<file path="src/pan_pkg.sv">
package pan_pkg;
	localparam logic [4:0] REG_IDENT_UPPER = 5'h02;
	localparam logic [4:0] REG_IDENT_LOWER = 5'h03;
	localparam logic [4:0] REG_ADVERT = 5'h04;
	localparam logic [4:0] REG_PARTNER = 5'h05;
	localparam logic [4:0] REG_EXPANSION = 5'h06;
	localparam logic [4:0] REG_RSVD_FIRST = 5'h08;
	localparam logic [4:0] REG_RSVD_LAST = 5'h0f;
	localparam logic [4:0] REG_UNIT_STATUS = 5'h10;
	// Arbitrary identifier value
	localparam logic [15:0] IDENT_UPPER_VAL = 16'h1234;
	// Arbitrary identifier value
	localparam logic [15:0] IDENT_LOWER_VAL = 16'h5678;
	localparam int ADV_NEXT_PAGE = 15;
	localparam int ADV_REMOTE_FAULT = 13;
	localparam int ADV_TECH_LSB = 5;
	localparam logic [7:0] ADV_TECH_RST = 8'h2f;
	localparam logic [4:0] ADV_SELECTOR = 5'h01;
	localparam int LP_ACK = 14;
	localparam int EXP_PD_FAULT = 4;
	localparam int EXP_LP_NP_ABLE = 3;
	localparam int EXP_NP_ABLE = 2;
	localparam int EXP_PAGE_RX = 1;
	localparam int EXP_LP_AN_ABLE = 0;
	localparam int UST_DISCONNECT = 13;
	localparam int UST_FLOW_CTRL = 12;
	localparam int UST_IN_SYNC = 11;
	localparam int UST_PD_100 = 10;
	localparam int UST_PD_10 = 9;
	localparam int UST_POLARITY = 8;
	localparam int UST_SPEED = 1;
	localparam int UST_DUPLEX = 0;
	localparam logic NEXT_PAGE_ABLE = 1'b0;

	typedef struct packed {
		logic [4:0] addr;
		logic [15:0] wdata;
		logic wr;
		logic rd;
	} pan_bus_s;

	typedef struct packed {
		logic inSync;
		logic pd100;
		logic pd10;
		logic polarity;
		logic speed100;
		logic fullDuplex;
	} pan_phy_s;

	typedef struct packed {
		logic pageValid;
		logic [15:0] page;
		logic pageNew;
		logic pdFault;
		logic partnerAnAble;
	} pan_an_s;

	typedef struct packed {
		logic remoteFault;
		logic [7:0] techAbility;
		logic disconnectEn;
		logic flowCtrlEn;
	} pan_ctl_s;
endpackage

</file>
<file path="src/pan_regs.sv">
// The implementer's own choice: the address-and-strobe port.
`timescale 1ns/1ps
// Behaviour
// - Register 2 fixed upper identifier, writes ignored
// - Register 3 fixed lower identifier, writes ignored
// - Advertisement bit 15 always reads zero
// - Advertisement bit 13 writable remote fault
// - Advertisement bits 12:5 writable, reset 2f
// - Advertisement selector reads 00001 always
// - Partner register mirrors received base page
// - Partner bit 14 set once page received
// - Expansion bit 4 latches fault, read clears
// - Expansion bit 1 latches page, read clears
// - Expansion bits 3, 0 report partner ability
// - Expansion bit 2 reports local next page
// - Registers 8 to 15 reserved, no function
// - Register 16 bit 13 disconnect enable
// - Register 16 bit 12 flow control enable
// - Register 16 bit 11 deserializer sync
// - Register 16 bits 10:9 power down, reset 1
// - Register 16 bit 8 receive polarity
// - Register 16 bits 1:0 speed and duplex
module pan_regs (
	// Clock, reset, enable
	input wire logic clk_sys,
	input wire logic sys_rst,
	input wire logic clkEn,
	// Register port
	input wire pan_pkg::pan_bus_s bus,
	output pan_pkg::pan_bus_s unusedBus,
	output logic [15:0] rdData,
	// Status from the PHY core
	input wire pan_pkg::pan_phy_s phy,
	input wire pan_pkg::pan_an_s an,
	// Control to the PHY core
	output pan_pkg::pan_ctl_s ctl
);
	import pan_pkg::*;

	logic [15:0] rdData_r;
	logic [15:0] rdData_nxt;
	logic remoteFault_r;
	logic [7:0] tech_r;
	logic disconnect_r;
	logic flow_r;
	logic [15:0] partner_r;
	logic ack_r;
	logic pdFault_r;
	logic pageRx_r;
	logic lpNpAble_r;
	logic lpAnAble_r;
	logic inSync_r;
	logic pd100_r;
	logic pd10_r;
	logic pol_r;
	logic speed_r;
	logic duplex_r;
	pan_ctl_s ctl_r;
	logic expRead;

	function automatic logic isWrite(pan_bus_s b, logic [4:0] a);
		return b.wr && (b.addr == a);
	endfunction

	function automatic logic isRead(pan_bus_s b, logic [4:0] a);
		return b.rd && (b.addr == a);
	endfunction

	assign expRead = isRead(bus, REG_EXPANSION);
	assign unusedBus = '0;

	// Advertisement writable fields
	always_ff @(posedge clk_sys) begin
		if (sys_rst) begin
			remoteFault_r <= 1'b0;
			tech_r <= ADV_TECH_RST;
		end else if (clkEn && isWrite(bus, REG_ADVERT)) begin
			remoteFault_r <= bus.wdata[ADV_REMOTE_FAULT];
			tech_r <= bus.wdata[ADV_TECH_LSB +: 8];
		end
	end

	// Unit control bits; bits 15:14 dropped on write
	always_ff @(posedge clk_sys) begin
		if (sys_rst) begin
			disconnect_r <= 1'b0;
			flow_r <= 1'b0;
		end else if (clkEn && isWrite(bus, REG_UNIT_STATUS)) begin
			disconnect_r <= bus.wdata[UST_DISCONNECT];
			flow_r <= bus.wdata[UST_FLOW_CTRL];
		end
	end

	// Partner base page capture
	always_ff @(posedge clk_sys) begin
		if (sys_rst) begin
			partner_r <= 16'h0000;
			ack_r <= 1'b0;
			lpNpAble_r <= 1'b0;
			lpAnAble_r <= 1'b0;
		end else if (clkEn) begin
			lpAnAble_r <= an.partnerAnAble;
			if (an.pageValid) begin
				partner_r <= an.page;
				ack_r <= 1'b1;
				lpNpAble_r <= an.page[ADV_NEXT_PAGE];
			end
		end
	end

	// Latched-high bits: a new event wins over the read clear
	always_ff @(posedge clk_sys) begin
		if (sys_rst) begin
			pdFault_r <= 1'b0;
			pageRx_r <= 1'b0;
		end else if (clkEn) begin
			if (an.pdFault)
				pdFault_r <= 1'b1;
			else if (expRead)
				pdFault_r <= 1'b0;
			if (an.pageNew)
				pageRx_r <= 1'b1;
			else if (expRead)
				pageRx_r <= 1'b0;
		end
	end

	// Unit status sampling
	always_ff @(posedge clk_sys) begin
		if (sys_rst) begin
			inSync_r <= 1'b0;
			pd100_r <= 1'b1;
			pd10_r <= 1'b1;
			pol_r <= 1'b0;
			speed_r <= 1'b0;
			duplex_r <= 1'b0;
		end else if (clkEn) begin
			inSync_r <= phy.inSync;
			pd100_r <= phy.pd100;
			pd10_r <= phy.pd10;
			pol_r <= phy.polarity;
			speed_r <= phy.speed100;
			duplex_r <= phy.fullDuplex;
		end
	end

	// Read mux; unlisted and reserved registers read zero
	always_comb begin
		rdData_nxt = 16'h0000;
		unique case (bus.addr)
			REG_IDENT_UPPER: rdData_nxt = IDENT_UPPER_VAL;
			REG_IDENT_LOWER: rdData_nxt = IDENT_LOWER_VAL;
			REG_ADVERT: begin
				rdData_nxt[ADV_NEXT_PAGE] = 1'b0;
				rdData_nxt[ADV_REMOTE_FAULT] = remoteFault_r;
				rdData_nxt[ADV_TECH_LSB +: 8] = tech_r;
				rdData_nxt[4:0] = ADV_SELECTOR;
			end
			REG_PARTNER: begin
				rdData_nxt = partner_r;
				rdData_nxt[LP_ACK] = ack_r;
			end
			REG_EXPANSION: begin
				rdData_nxt[EXP_PD_FAULT] = pdFault_r;
				rdData_nxt[EXP_LP_NP_ABLE] = lpNpAble_r;
				rdData_nxt[EXP_NP_ABLE] = NEXT_PAGE_ABLE;
				rdData_nxt[EXP_PAGE_RX] = pageRx_r;
				rdData_nxt[EXP_LP_AN_ABLE] = lpAnAble_r;
			end
			REG_UNIT_STATUS: begin
				rdData_nxt[UST_DISCONNECT] = disconnect_r;
				rdData_nxt[UST_FLOW_CTRL] = flow_r;
				rdData_nxt[UST_IN_SYNC] = inSync_r;
				rdData_nxt[UST_PD_100] = pd100_r;
				rdData_nxt[UST_PD_10] = pd10_r;
				rdData_nxt[UST_POLARITY] = pol_r;
				rdData_nxt[UST_SPEED] = speed_r;
				rdData_nxt[UST_DUPLEX] = duplex_r;
			end
			default: rdData_nxt = 16'h0000;
		endcase
	end

	// Read data stands after the strobe until the next enabled cycle, and holds while clkEn is low
	always_ff @(posedge clk_sys) begin
		if (sys_rst)
			rdData_r <= 16'h0000;
		else if (clkEn)
			rdData_r <= bus.rd ? rdData_nxt : 16'h0000;
	end

	always_ff @(posedge clk_sys) begin
		if (sys_rst)
			ctl_r <= '0;
		else if (clkEn) begin
			ctl_r.remoteFault <= remoteFault_r;
			ctl_r.techAbility <= tech_r;
			ctl_r.disconnectEn <= disconnect_r;
			ctl_r.flowCtrlEn <= flow_r;
		end
	end

	assign rdData = rdData_r;
	assign ctl = ctl_r;
endmodule

</file>
<file path="config.mk">
export PLATFORM = sky130hd
export DESIGN_NAME = pan_regs
export DESIGN_NICKNAME = d
export VERILOG_FILES = /design/src/pan_pkg.sv /design/src/pan_regs.sv
export SDC_FILE = /design/constraint.sdc
export NUM_CORES = 1
export LEC_CHECK = 0
export ABC_AREA = 1
export BUFFER_PORTS_ARGS = -buffer_cell sky130_fd_sc_hd__buf_2
export CORE_MARGIN = 10
export CORE_UTILIZATION = 53
export DETAILED_ROUTE_END_ITERATION = 10
export HOLD_SLACK_MARGIN = 0.02
export PLACE_DENSITY = 0.91
export SETUP_SLACK_MARGIN = 0.02
export SLEW_MARGIN = 20
export SYNTH_ARGS = -nofsm -noshare
export SYNTH_HDL_FRONTEND = slang
export SYNTH_SLANG_ARGS = --single-unit
</file>
<file path="constraint.sdc">
create_clock -name clk_sys -period 1.85 [get_ports clk_sys]
set_clock_uncertainty 0.2 [all_clocks]
set_input_delay 0.185 -clock clk_sys [delete_from_list [all_inputs] [get_ports clk_sys]]
set_output_delay 0.185 -clock clk_sys [all_outputs]
set_load 0.02 [all_outputs]
</file>
==> results of run 1 <==
## logic make-up (layout without fill, tap and decap cells)
family | after synthesis | count (layout) | share of synthesized area [%]
simple gates | 206 | 206 | 32.1
other cells | 1 | 23 | 0.132
flops | 63 | 63 | 44.3
compound gates | 63 | 63 | 11.6
buf+inv | 56 | 145 | 11.8
## power by group through the flow
stage / Combinational, uW / Sequential (uW) / Clock, uW
after detailed placement: 323 / 1470 / 0
after global placement: 314 / 1470 / 0
after global routing: 429 / 1450 / 1140
final: 390 / 1440 / 1080
after CTS: 381 / 1440 / 1080
after floorplan: 236 / 1480 / 0
## sequential cells by signal (all words and copies together) (netlist names), 8 cells and up
name       flops
ctl           11
tech_r         8
partner_r     15
rdData        16
## worst min-delay path, delay by kind of cell
kind	cells	cell delay, ns
AO/OA/AOI/OAI	1	0.06
buffers and inverters	2	0.33
## synthesized netlist by cell type
library cell and n:
o21ai_0 39, a21oi_1 19, inv_2 4, o21ai_1 1
buf_2 5, buf_4 24, nand2_1 72, inv_4 1
clkbuf_8 1, nor2_4 3, clkbuf_1 8, conb_1 1
nand4_1 6, buf_6 1, clkinv_4 1, dlygate4sd1_1 1
dfxtp_1 63, clkinv_1 1, nand2_4 3, or2_2 1
nor2_2 4, nor2_8 1, o21ai_2 4, nor2_1 75
inv_1 9, nand3_1 41
## layer usage
layer	track usage [%]	vias to the layer above	part of all wire (%)
met5	0	-	0
li1	-	1429	-
met1	20.2	1344	39
met4	9.90	0	3.2
met2	31.8	169	46
met3	7.19	24	11
## repair_timing
action / 4_1_cts / 5_1_grt
endpoints found under the hold margin: 38 / 0
endpoints found under the setup margin: 0 / 0
hold buffers: 34 / 0
## through the flow
stage / power, uW / cell area [um2] / cells
after floorplan: 1720 / 2930 / 411
after global placement: 1780 / 3170 / 521
after detailed placement: 1790 / 3170 / 521
after CTS: 2900 / 3690 / 570
after global routing: 3020 / 3690 / 570
final: 2910 / 3690 / 570
## cells in the final DEF, fill, tap and decap left out, types with 3 or more instances in the layout
cell and n:
a21oi_1 19, buf_2 70, buf_4 10, clkbuf_1 3, clkbuf_8 12, conb_1 23
dfxtp_1 63, dlygate4sd3_1 34, inv_1 9, inv_2 4, nand2_1 72, nand2_4 3
nand3_1 41, nand4_1 6, nor2_1 75, nor2_2 4, nor2_4 3, o21ai_0 39
o21ai_2 4
## layout make-up
class                      instances  area (um2)  area share [%]
inverter                          16        67.6            1.83
multi-input combinational        292        1330            36.1
sequential                        63        1260            34.2
tap                               70        87.6            2.37
clock buffer                      15         176            4.78
timing repair buffer             114         766            20.8
## worst max-delay path by stage
stage                                            end  cells after the start  slack [ns]    start
after global routing          rdData[5]$_SDFFE_PP0P_                      8        0.19   bus[0]
final                         rdData[7]$_SDFFE_PP0P_                      8        0.29   bus[0]
after CTS                     rdData[7]$_SDFFE_PP0P_                      8        0.33   bus[0]
after detailed placement     rdData[10]$_SDFFE_PP0P_                      8        0.27  bus[21]
after global placement        rdData[8]$_SDFFE_PP0P_                      9        0.29  bus[22]
after floorplan           remoteFault_r$_SDFFE_PP0P_                      7        0.61  bus[20]
==> results.yml, run 1 <==
yosys:
  synth-seq-cells: 63
  syn_inst: 389
  synthTopCellsByArea: "dfxtp_1 44%, nor2_1 9.9%, nand2_1 9.5%, nand3_1 7.2%, o21ai_0 6.9%"
  synth_cell_types: 26
  ys_seq_area_share_pct: 44.3
  synth_area_mm2: 0.00285
  synth_area_per_cell_um2: 7.31
  yosys.area.top_type: "dfxtp_1"
  synth.top_cell.area_share_pct: 44.3
  ys_warn_count: 0
pwr:
  power.internal_uw: 2150
  powerDensity_mw_per_mm2: 789
  power.switching_uw: 755
  netSwitchingFraction_pct: 25.9
  leakagePower_uw: 0.00177
  combPwrFrac_pct: 13.4
  p_clk_share_pct: 37.0
  p_seq_share_pct: 49.6
  ir_drop_v: 0.000539
cts:
  cts_root_buffer: "clkbuf_8"
  htreeDepth: 3
  cts_tree: "built"
  cts.sinks: 63
  clockBufferDepth: 2
  cts_setup_buffers: 0
  clkTransAtPathRegs_ns: 0.06
  cts_buffers: 9
  clk_latency_ns: 0.34
  cts_resized: 0
critical_path:
  cp.buffers_inverters: 4
  worstSetupPathType: "in2reg"
  critPathTopFamily: "buffers and inverters"
  cpMostUsedCell: "nand2_1"
  timing.rr.end: "rdData[0]$_SDFFE_PP0P_"
  worst_setup_path_end_kind: "flip-flop"
  r2r-start: "partner_r[0]$_SDFFE_PP0P_"
  crit_slowest_cell: "dlygate4sd3_1"
  cp-start-kind: "input port"
  worstPathRequired_ns: 1.91
  crit_chain: "dlygate4sd3_1 -> buf_2 -> nand2_1 -> inv_1 -> nand2_1 -> inv_1 -> nand2_1 -> a21oi_1"
  worstPathArrival_ns: 1.62
  reg2reg_depth: 5
  r2r_setup_slack_ns: 0.64
  cp_max_fo: 5
  slowest_delay_ns: 0.54
layout:
  nNetsFinal: 548
  fin_util_pct: 71.3
  n_fill_cell: 395
  layout-drive-gt1-share_pct: 22.8
  syn2layout_area_growth_pct: 29.6
  diodes: 0
min_path:
  min_path_cells: 3
  worstHoldStart: "sys_rst"
  min_path_type: "in2reg"
  min_to: "rdData[4]$_SDFFE_PP0P_"
drt:
  drc: 0
  drt_iter0_drc: 254
  wl_um: 8310
  firstDrtPassIters: 5
  vias_per_cell: 5.20
  num_vias: 2966
  wl_per_cell_um: 14.6
  ant_nets: 0
global_routing:
  grt_pass1_vias: 2856
  grt_util_all_layers_pct: 18.9
  grt_pass1_wl_um: 13400
  grt-ovfl-total: 0
  grt_max_degree: 30
  antenna_found_initial: 0
floorplanning:
  rows: 26
  initial_core_util_pct: 55.0
  io_pins: 102
  die_area_mm2: 0.00870
  die_x_um: 93.3
  die_h_um: 93.3
  coreArea_mm2: 0.00517
sta:
  period_needed_ns: 1.56
  rsz0062_at_grt: "false"
  setup_ws_ns: 0.291
  slew_viol_final: 0
  tns_ns: 0
  hold_viol: 0
  timing.fmax_ghz: 0.642
  hold_ws_ns: 0.0811
  period_share_pct: 84.3
  final-setup-viol-count: 0
placement:
  dpl.hpwl_um: 5840
  pre_cts_slack_ns: 0.269
  io_buffers: 70
  globalplace.congestion: 0.873
job:
  drv_cap: 0
status:
  outcome: "finished clean"
Power figures use the tool's default switching activity.
==> run 2, diff against run 1 <==
- ABC_AREA: 1 -> 0
- CORE_UTILIZATION: 53 -> 45
- PLACE_DENSITY: 0.91 -> 0.83
- clock period: 1.85 -> 1.4 ns (I/O delays scaled with it)
==> run 2 against run 1 <==
Compared with the run above: the flow now finishes with violations (negative hold slack); first-iteration DRC count is 44% lower; worst hold slack got worse by 0.13 ns; combinational power rose by 50%; register-to-register slack lost 0.48 ns; final cell count fell by 5.1%; clock power grew 59%; via count fell by 5.9%; flip-flop and latch count unchanged; wire length increased by 3.3%; critical path depth down 3; power grew 44%; global-route usage shrank 2.1 points; critical path type unchanged; largest cell class unchanged.
==> results.yml, run 2 <==
floorplanning:
  die_h_um: 101
  coreArea_mm2: 0.00639
  die_x_um: 101
  initial_core_util_pct: 46.5
  io_pins: 102
  rows: 29
  die_area_mm2: 0.0103
yosys:
  syn_inst: 334
  synth.top_cell.area_share_pct: 42.5
  synth_ff_type: "dfxtp_1"
  async_flop_share_pct: 0
  synth_area_mm2: 0.00297
  synth-seq-cells: 63
  synth_cell_types: 45
  ys_seq_area_share_pct: 42.5
  post-synth-top-count-cell: "dfxtp_1"
  ys_warn_count: 0
  synth_edf_count: 0
  synthTopCellsByArea: "dfxtp_1 42%, mux2i_1 10%, buf_4 5.8%, nand2_1 5.4%, nor2_1 3.9%"
  yosys.area.top_type: "dfxtp_1"
  synth_area_per_cell_um2: 8.89
  synth_common_cells: "63 x dfxtp_1, 43 x nand2_1, 31 x nor2_1"
sta:
  slew_viol_final: 0
  period_needed_ns: 1.28
  final-setup-viol-count: 0
  timing.fmax_ghz: 0.782
  hold_ws_ns: -0.0517
  period_share_pct: 91.3
  hold_viol: 1
  rsz0062_at_grt: "false"
drt:
  ant_nets: 0
  drc: 0
  wl_um: 8580
  num_vias: 2791
  firstDrtPassIters: 4
  vias_per_cell: 5.16
  wl_per_cell_um: 15.9
  drt_iter0_drc: 141
cts:
  cts.sinks: 63
  cts_tree: "built"
  holdBufCountCts: 36
  cts_resized: 0
  clk_latency_ns: 0.35
  cts_root_buffer: "clkbuf_8"
  clkTransAtPathRegs_ns: 0.07
  clockBufferDepth: 2
  htreeDepth: 3
  cts_buffers: 9
pwr:
  leakagePower_uw: 0.00183
  power.internal_uw: 3160
  netSwitchingFraction_pct: 24.3
  power_uw: 4180
  power.switching_uw: 1020
  powerDensity_mw_per_mm2: 1020
  p_clk_share_pct: 41.2
  ir_drop_v: 0.000769
  p_seq_share_pct: 44.9
  combPwrFrac_pct: 14.0
global_routing:
  grt_util_all_layers_pct: 16.8
  grt-ovfl-total: 0
  grt_pass1_wl_um: 13900
  grt_pass1_vias: 2909
  antenna_found_initial: 0
  grt_max_degree: 46
job:
  drv_cap: 0
layout:
  layout-drive-gt1-share_pct: 28.3
  mostFrequentLayoutCells: "70 x buf_2, 63 x dfxtp_1, 43 x nand2_1"
  largest_register_ffs: 16
  syn2layout_area_growth_pct: 38.0
  nNetsFinal: 511
  regArea_mm2: 0.00126
  multi_input_area_mm2: 0.00152
  n_fill_cell: 521
  layout_commonest_cell: "buf_2"
critical_path:
  worstSetupPathType: "in2reg"
  cp_max_fo: 9
  worstPathArrival_ns: 1.36
  cp-start-kind: "input port"
  worstPathRequired_ns: 1.48
  worst_setup_path_end_kind: "flip-flop"
status:
  violations: "negative hold slack"
  outcome: "complete, but fails checks"
placement:
  io_buffers: 70
  dpl.hpwl_um: 6230
  globalplace.congestion: 0.905
min_path:
  min_path_type: "in2reg"
## run 2: metal layers
metal	routed length, um	track usage, %
met5	0	0
met4	195	5.68
met3	656	6.67
met2	4250	29.2
met1	3480	18.3
## run 2: cells by family (layout without fill, tap and decap cells)
kind of cell    Yosys count  after routing  synth area share [%]
compound gates           54             54                  12.2
mux                      35             35                  12.0
other cells               1             24                 0.126
flops                    63             63                  42.5
buf+inv                  49            156                  9.90
simple gates            132            132                  23.3
## run 2: critical path, cell delays in order
cell and delay [ns]:
buf_2 0.12, or4b_4 0.54, nor3_2 0.12, buf_4 0.22, mux2i_1 0.20
## run 2: timing repair
action,CTS,global route
setup buffers,0,0
endpoints found under the hold margin,40,1
setup endpoints to repair,0,0
## run 2: power groups by stage
stage | Sequential [uW] | Clock (uW) | Combinational [uW]
2_1_floorplan | 1920 | 0 | 342
3_3_place_gp | 1910 | 0 | 483
3_5_place_dp | 1910 | 0 | 493
4_1_cts | 1870 | 1740 | 574
5_1_grt | 1880 | 1810 | 634
6_report | 1870 | 1720 | 584
## run 2: path summary, 6_finish.rpt
kind,startpoint,endpoint,slack (ns),cells after the start
worst max-delay path,bus[22],tech_r[1]$_SDFFE_PP1P_,0.12,5
worst min-delay path,sys_rst,rdData[10]$_SDFFE_PP0P_,-0.05,4
worst max register to register,tech_r[6]$_SDFFE_PP0P_,rdData[11]$_SDFFE_PP0P_,0.16,3
worst min register to register,partner_r[0]$_SDFFE_PP0P_,partner_r[0]$_SDFFE_PP0P_,0.25,2
## run 2: cell type report
cell class              count  share of cell area, %
diodes                      1                 0.0610
clock buffers              12                   3.54
clock inverters             3                   1.65
inverters                   1                 0.0915
multi-input cells         244                   37.1
flip-flops and latches     63                   30.8
well taps                  77                   2.35
repair buffers            140                   24.5
## run 2: through the flow
| stage | util [%] | setup slack [ns] | area, um2 | cells | TNS, ns |
|---|---|---|---|---|---|
| final | 64.2 | 0.122 | 4100 | 541 | 0 |
| after CTS | 64.2 | 0.126 | 4100 | 540 | 0 |
| after global placement | 55.2 | -0.183 | 3520 | 489 | -2.66 |
| after detailed placement | 55.2 | -0.230 | 3520 | 489 | -3.45 |
| after global routing | 64.2 | 0.0776 | 4100 | 540 | 0 |
| after floorplan | - | -0.101 | 3100 | 356 | -1.01 |
==> run 3, diff against run 2 <==
- CORE_ASPECT_RATIO: not set -> 2
==> run 3 against run 2 <==
Compared with the run above: register-to-register slack about the same; critical path depth unchanged; maximum frequency decreased by 5.2%; power increased by 15%; clock power increased by 35%; sequential share of layout area decreased by 1.0 points; the run now ends clean; critical path type unchanged.
==> results.yml, run 3 (synthesis gave the netlist of run 2 again) <==
sta:
  hold_viol: 0
  timing.fmax_ghz: 0.742
  period_needed_ns: 1.35
  slew_viol_final: 0
  hold_ws_ns: 0.0223
  final-setup-viol-count: 0
  rsz0062_at_grt: "true"
  period_share_pct: 96.3
layout:
  layout-drive-gt1-share_pct: 29.5
  nNetsFinal: 511
  fin_cells: 552
  n_fill_cell: 469
  fin_util_pct: 66.7
  largest_register_ffs: 16
  layout_commonest_cell: "buf_2"
  mostFrequentLayoutCells: "70 x buf_2, 63 x dfxtp_1, 43 x nand2_1"
  syn2layout_area_growth_pct: 42.8
cts:
  cts_root_buffer: "clkbuf_16"
  clockBufferDepth: 2
  cts_tree: "built"
  cts.sinks: 63
  cts_buffers: 9
  clk_latency_ns: 0.33
  htreeDepth: 3
  clkTransAtPathRegs_ns: 0.05
critical_path:
  worstSetupPathType: "in2reg"
  crit_chain: "buf_2 -> or4b_4 -> nor3_4 -> buf_4 -> mux2i_1"
  reg2reg_depth: 3
  crit_slowest_cell: "or4b_4"
  worstPathArrival_ns: 1.41
  cp_max_fo: 6
  worstPathRequired_ns: 1.46
  r2r_setup_slack_ns: 0.17
  worst_setup_path_end_kind: "flip-flop"
  cp-start-kind: "input port"
  slowest_delay_ns: 0.57
floorplanning:
  die_x_um: 77.5
  io_pins: 102
  rows: 41
  coreArea_mm2: 0.00636
  die_area_mm2: 0.0104
  die_h_um: 135
  initial_core_util_pct: 46.7
global_routing:
  grt_util_all_layers_pct: 18.8
  grt_util_met1_pct: 17.9
  grtUsageMet3_pct: 5.65
  grt_max_degree: 30
  busiest_layer: "met2"
  grt_pass1_vias: 3162
  antenna_found_initial: 2
  grt_use_met2_pct: 34.0
  grt_pass1_wl_um: 15700
  grt-ovfl-total: 0
drt:
  vias_per_cell: 5.30
  drt_iter0_drc: 261
  wl_um: 9660
  firstDrtPassIters: 6
  ant_nets: 0
  drc: 0
  wl_per_cell_um: 17.5
  num_vias: 2925
pwr:
  power_uw: 4810
  netSwitchingFraction_pct: 23.7
  p_seq_share_pct: 39.1
  powerDensity_mw_per_mm2: 1130
  combPwrFrac_pct: 12.5
  p_clk_share_pct: 48.4
  power.switching_uw: 1140
  leakagePower_uw: 0.00190
  power.internal_uw: 3670
  ir_drop_v: 0.000978
placement:
  place_inst: 500
  dpl.hpwl_um: 6930
  globalplace.congestion: 0.870
  io_buffers: 70
status:
  outcome: "finished clean"
job:
  drv_cap: 0
min_path:
  min_path_cells: 4
  min_path_type: "in2reg"
run 3: cell types whose count changed in the layout (fill, tap and decap cells not counted), moves of 2 or more:
cell,change
buf_12,+2
clkbuf_16,+9
clkbuf_8,-10
clkbuf_1,-2
dlygate4sd3_1,-3
clkinv_2,+4
run 3: critical path, delay by kind of cell:
kind / cells / cell delay [ns]
simple gates: 2 / 0.75
buf+inv: 2 / 0.32
mux: 1 / 0.19
run 3: per-stage QoR:
stage	instance area, um2	setup TNS, ns	setup WS [ns]
2_1_floorplan	3100	-1.01	-0.101
3_3_place_gp	3580	-2.95	-0.208
3_5_place_dp	3580	-3.84	-0.254
4_1_cts	4220	0	0.0457
5_1_grt	4240	0	0.00559
6_report	4240	0	0.0519
run 3: cell type report:
cell class / count / area, um2 / area share, %
antenna: 2 / 5.00 / 0.118
clock buffer: 9 / 225 / 5.31
clock inverter: 7 / 87.6 / 2.06
inverter: 1 / 3.75 / 0.0885
multi-input combinational: 244 / 1530 / 36.0
sequential: 63 / 1260 / 29.7
tap: 86 / 108 / 2.54
timing repair buffer: 140 / 1020 / 24.2
run 3: per-layer routing:
metal	wire length, um	share of wire, %
met1	3510	36
met2	5140	53
met3	548	5.7
met4	455	4.7
met5	0	0
run 3: final timing paths:
kind / from / to
worst max-delay path: bus[22] / tech_r[1]$_SDFFE_PP1P_
worst min-delay path: bus[21] / rdData[10]$_SDFFE_PP0P_
worst max register to register: tech_r[7]$_SDFFE_PP0P_ / rdData[12]$_SDFFE_PP0P_
worst min register to register: rdData[3]$_SDFFE_PP0P_ / rdData[3]$_SDFFE_PP0P_
run 3: timing repair:
action | in CTS | in global routing
endpoints found under the hold margin | 36 | 0
gates resized for setup | 0 | 4
buffers inserted | 0 | 0
hold buffers | 33 | 0
endpoints found under the setup margin | 0 | 4
run 3: power groups by stage:
stage | combinational [uW] | sequential (uW) | clock, uW
2_1_floorplan | 342 | 1920 | 0
3_3_place_gp | 493 | 1910 | 0
3_5_place_dp | 509 | 1910 | 0
4_1_cts | 585 | 1880 | 2340
5_1_grt | 650 | 1880 | 2410
6_report | 601 | 1880 | 2330
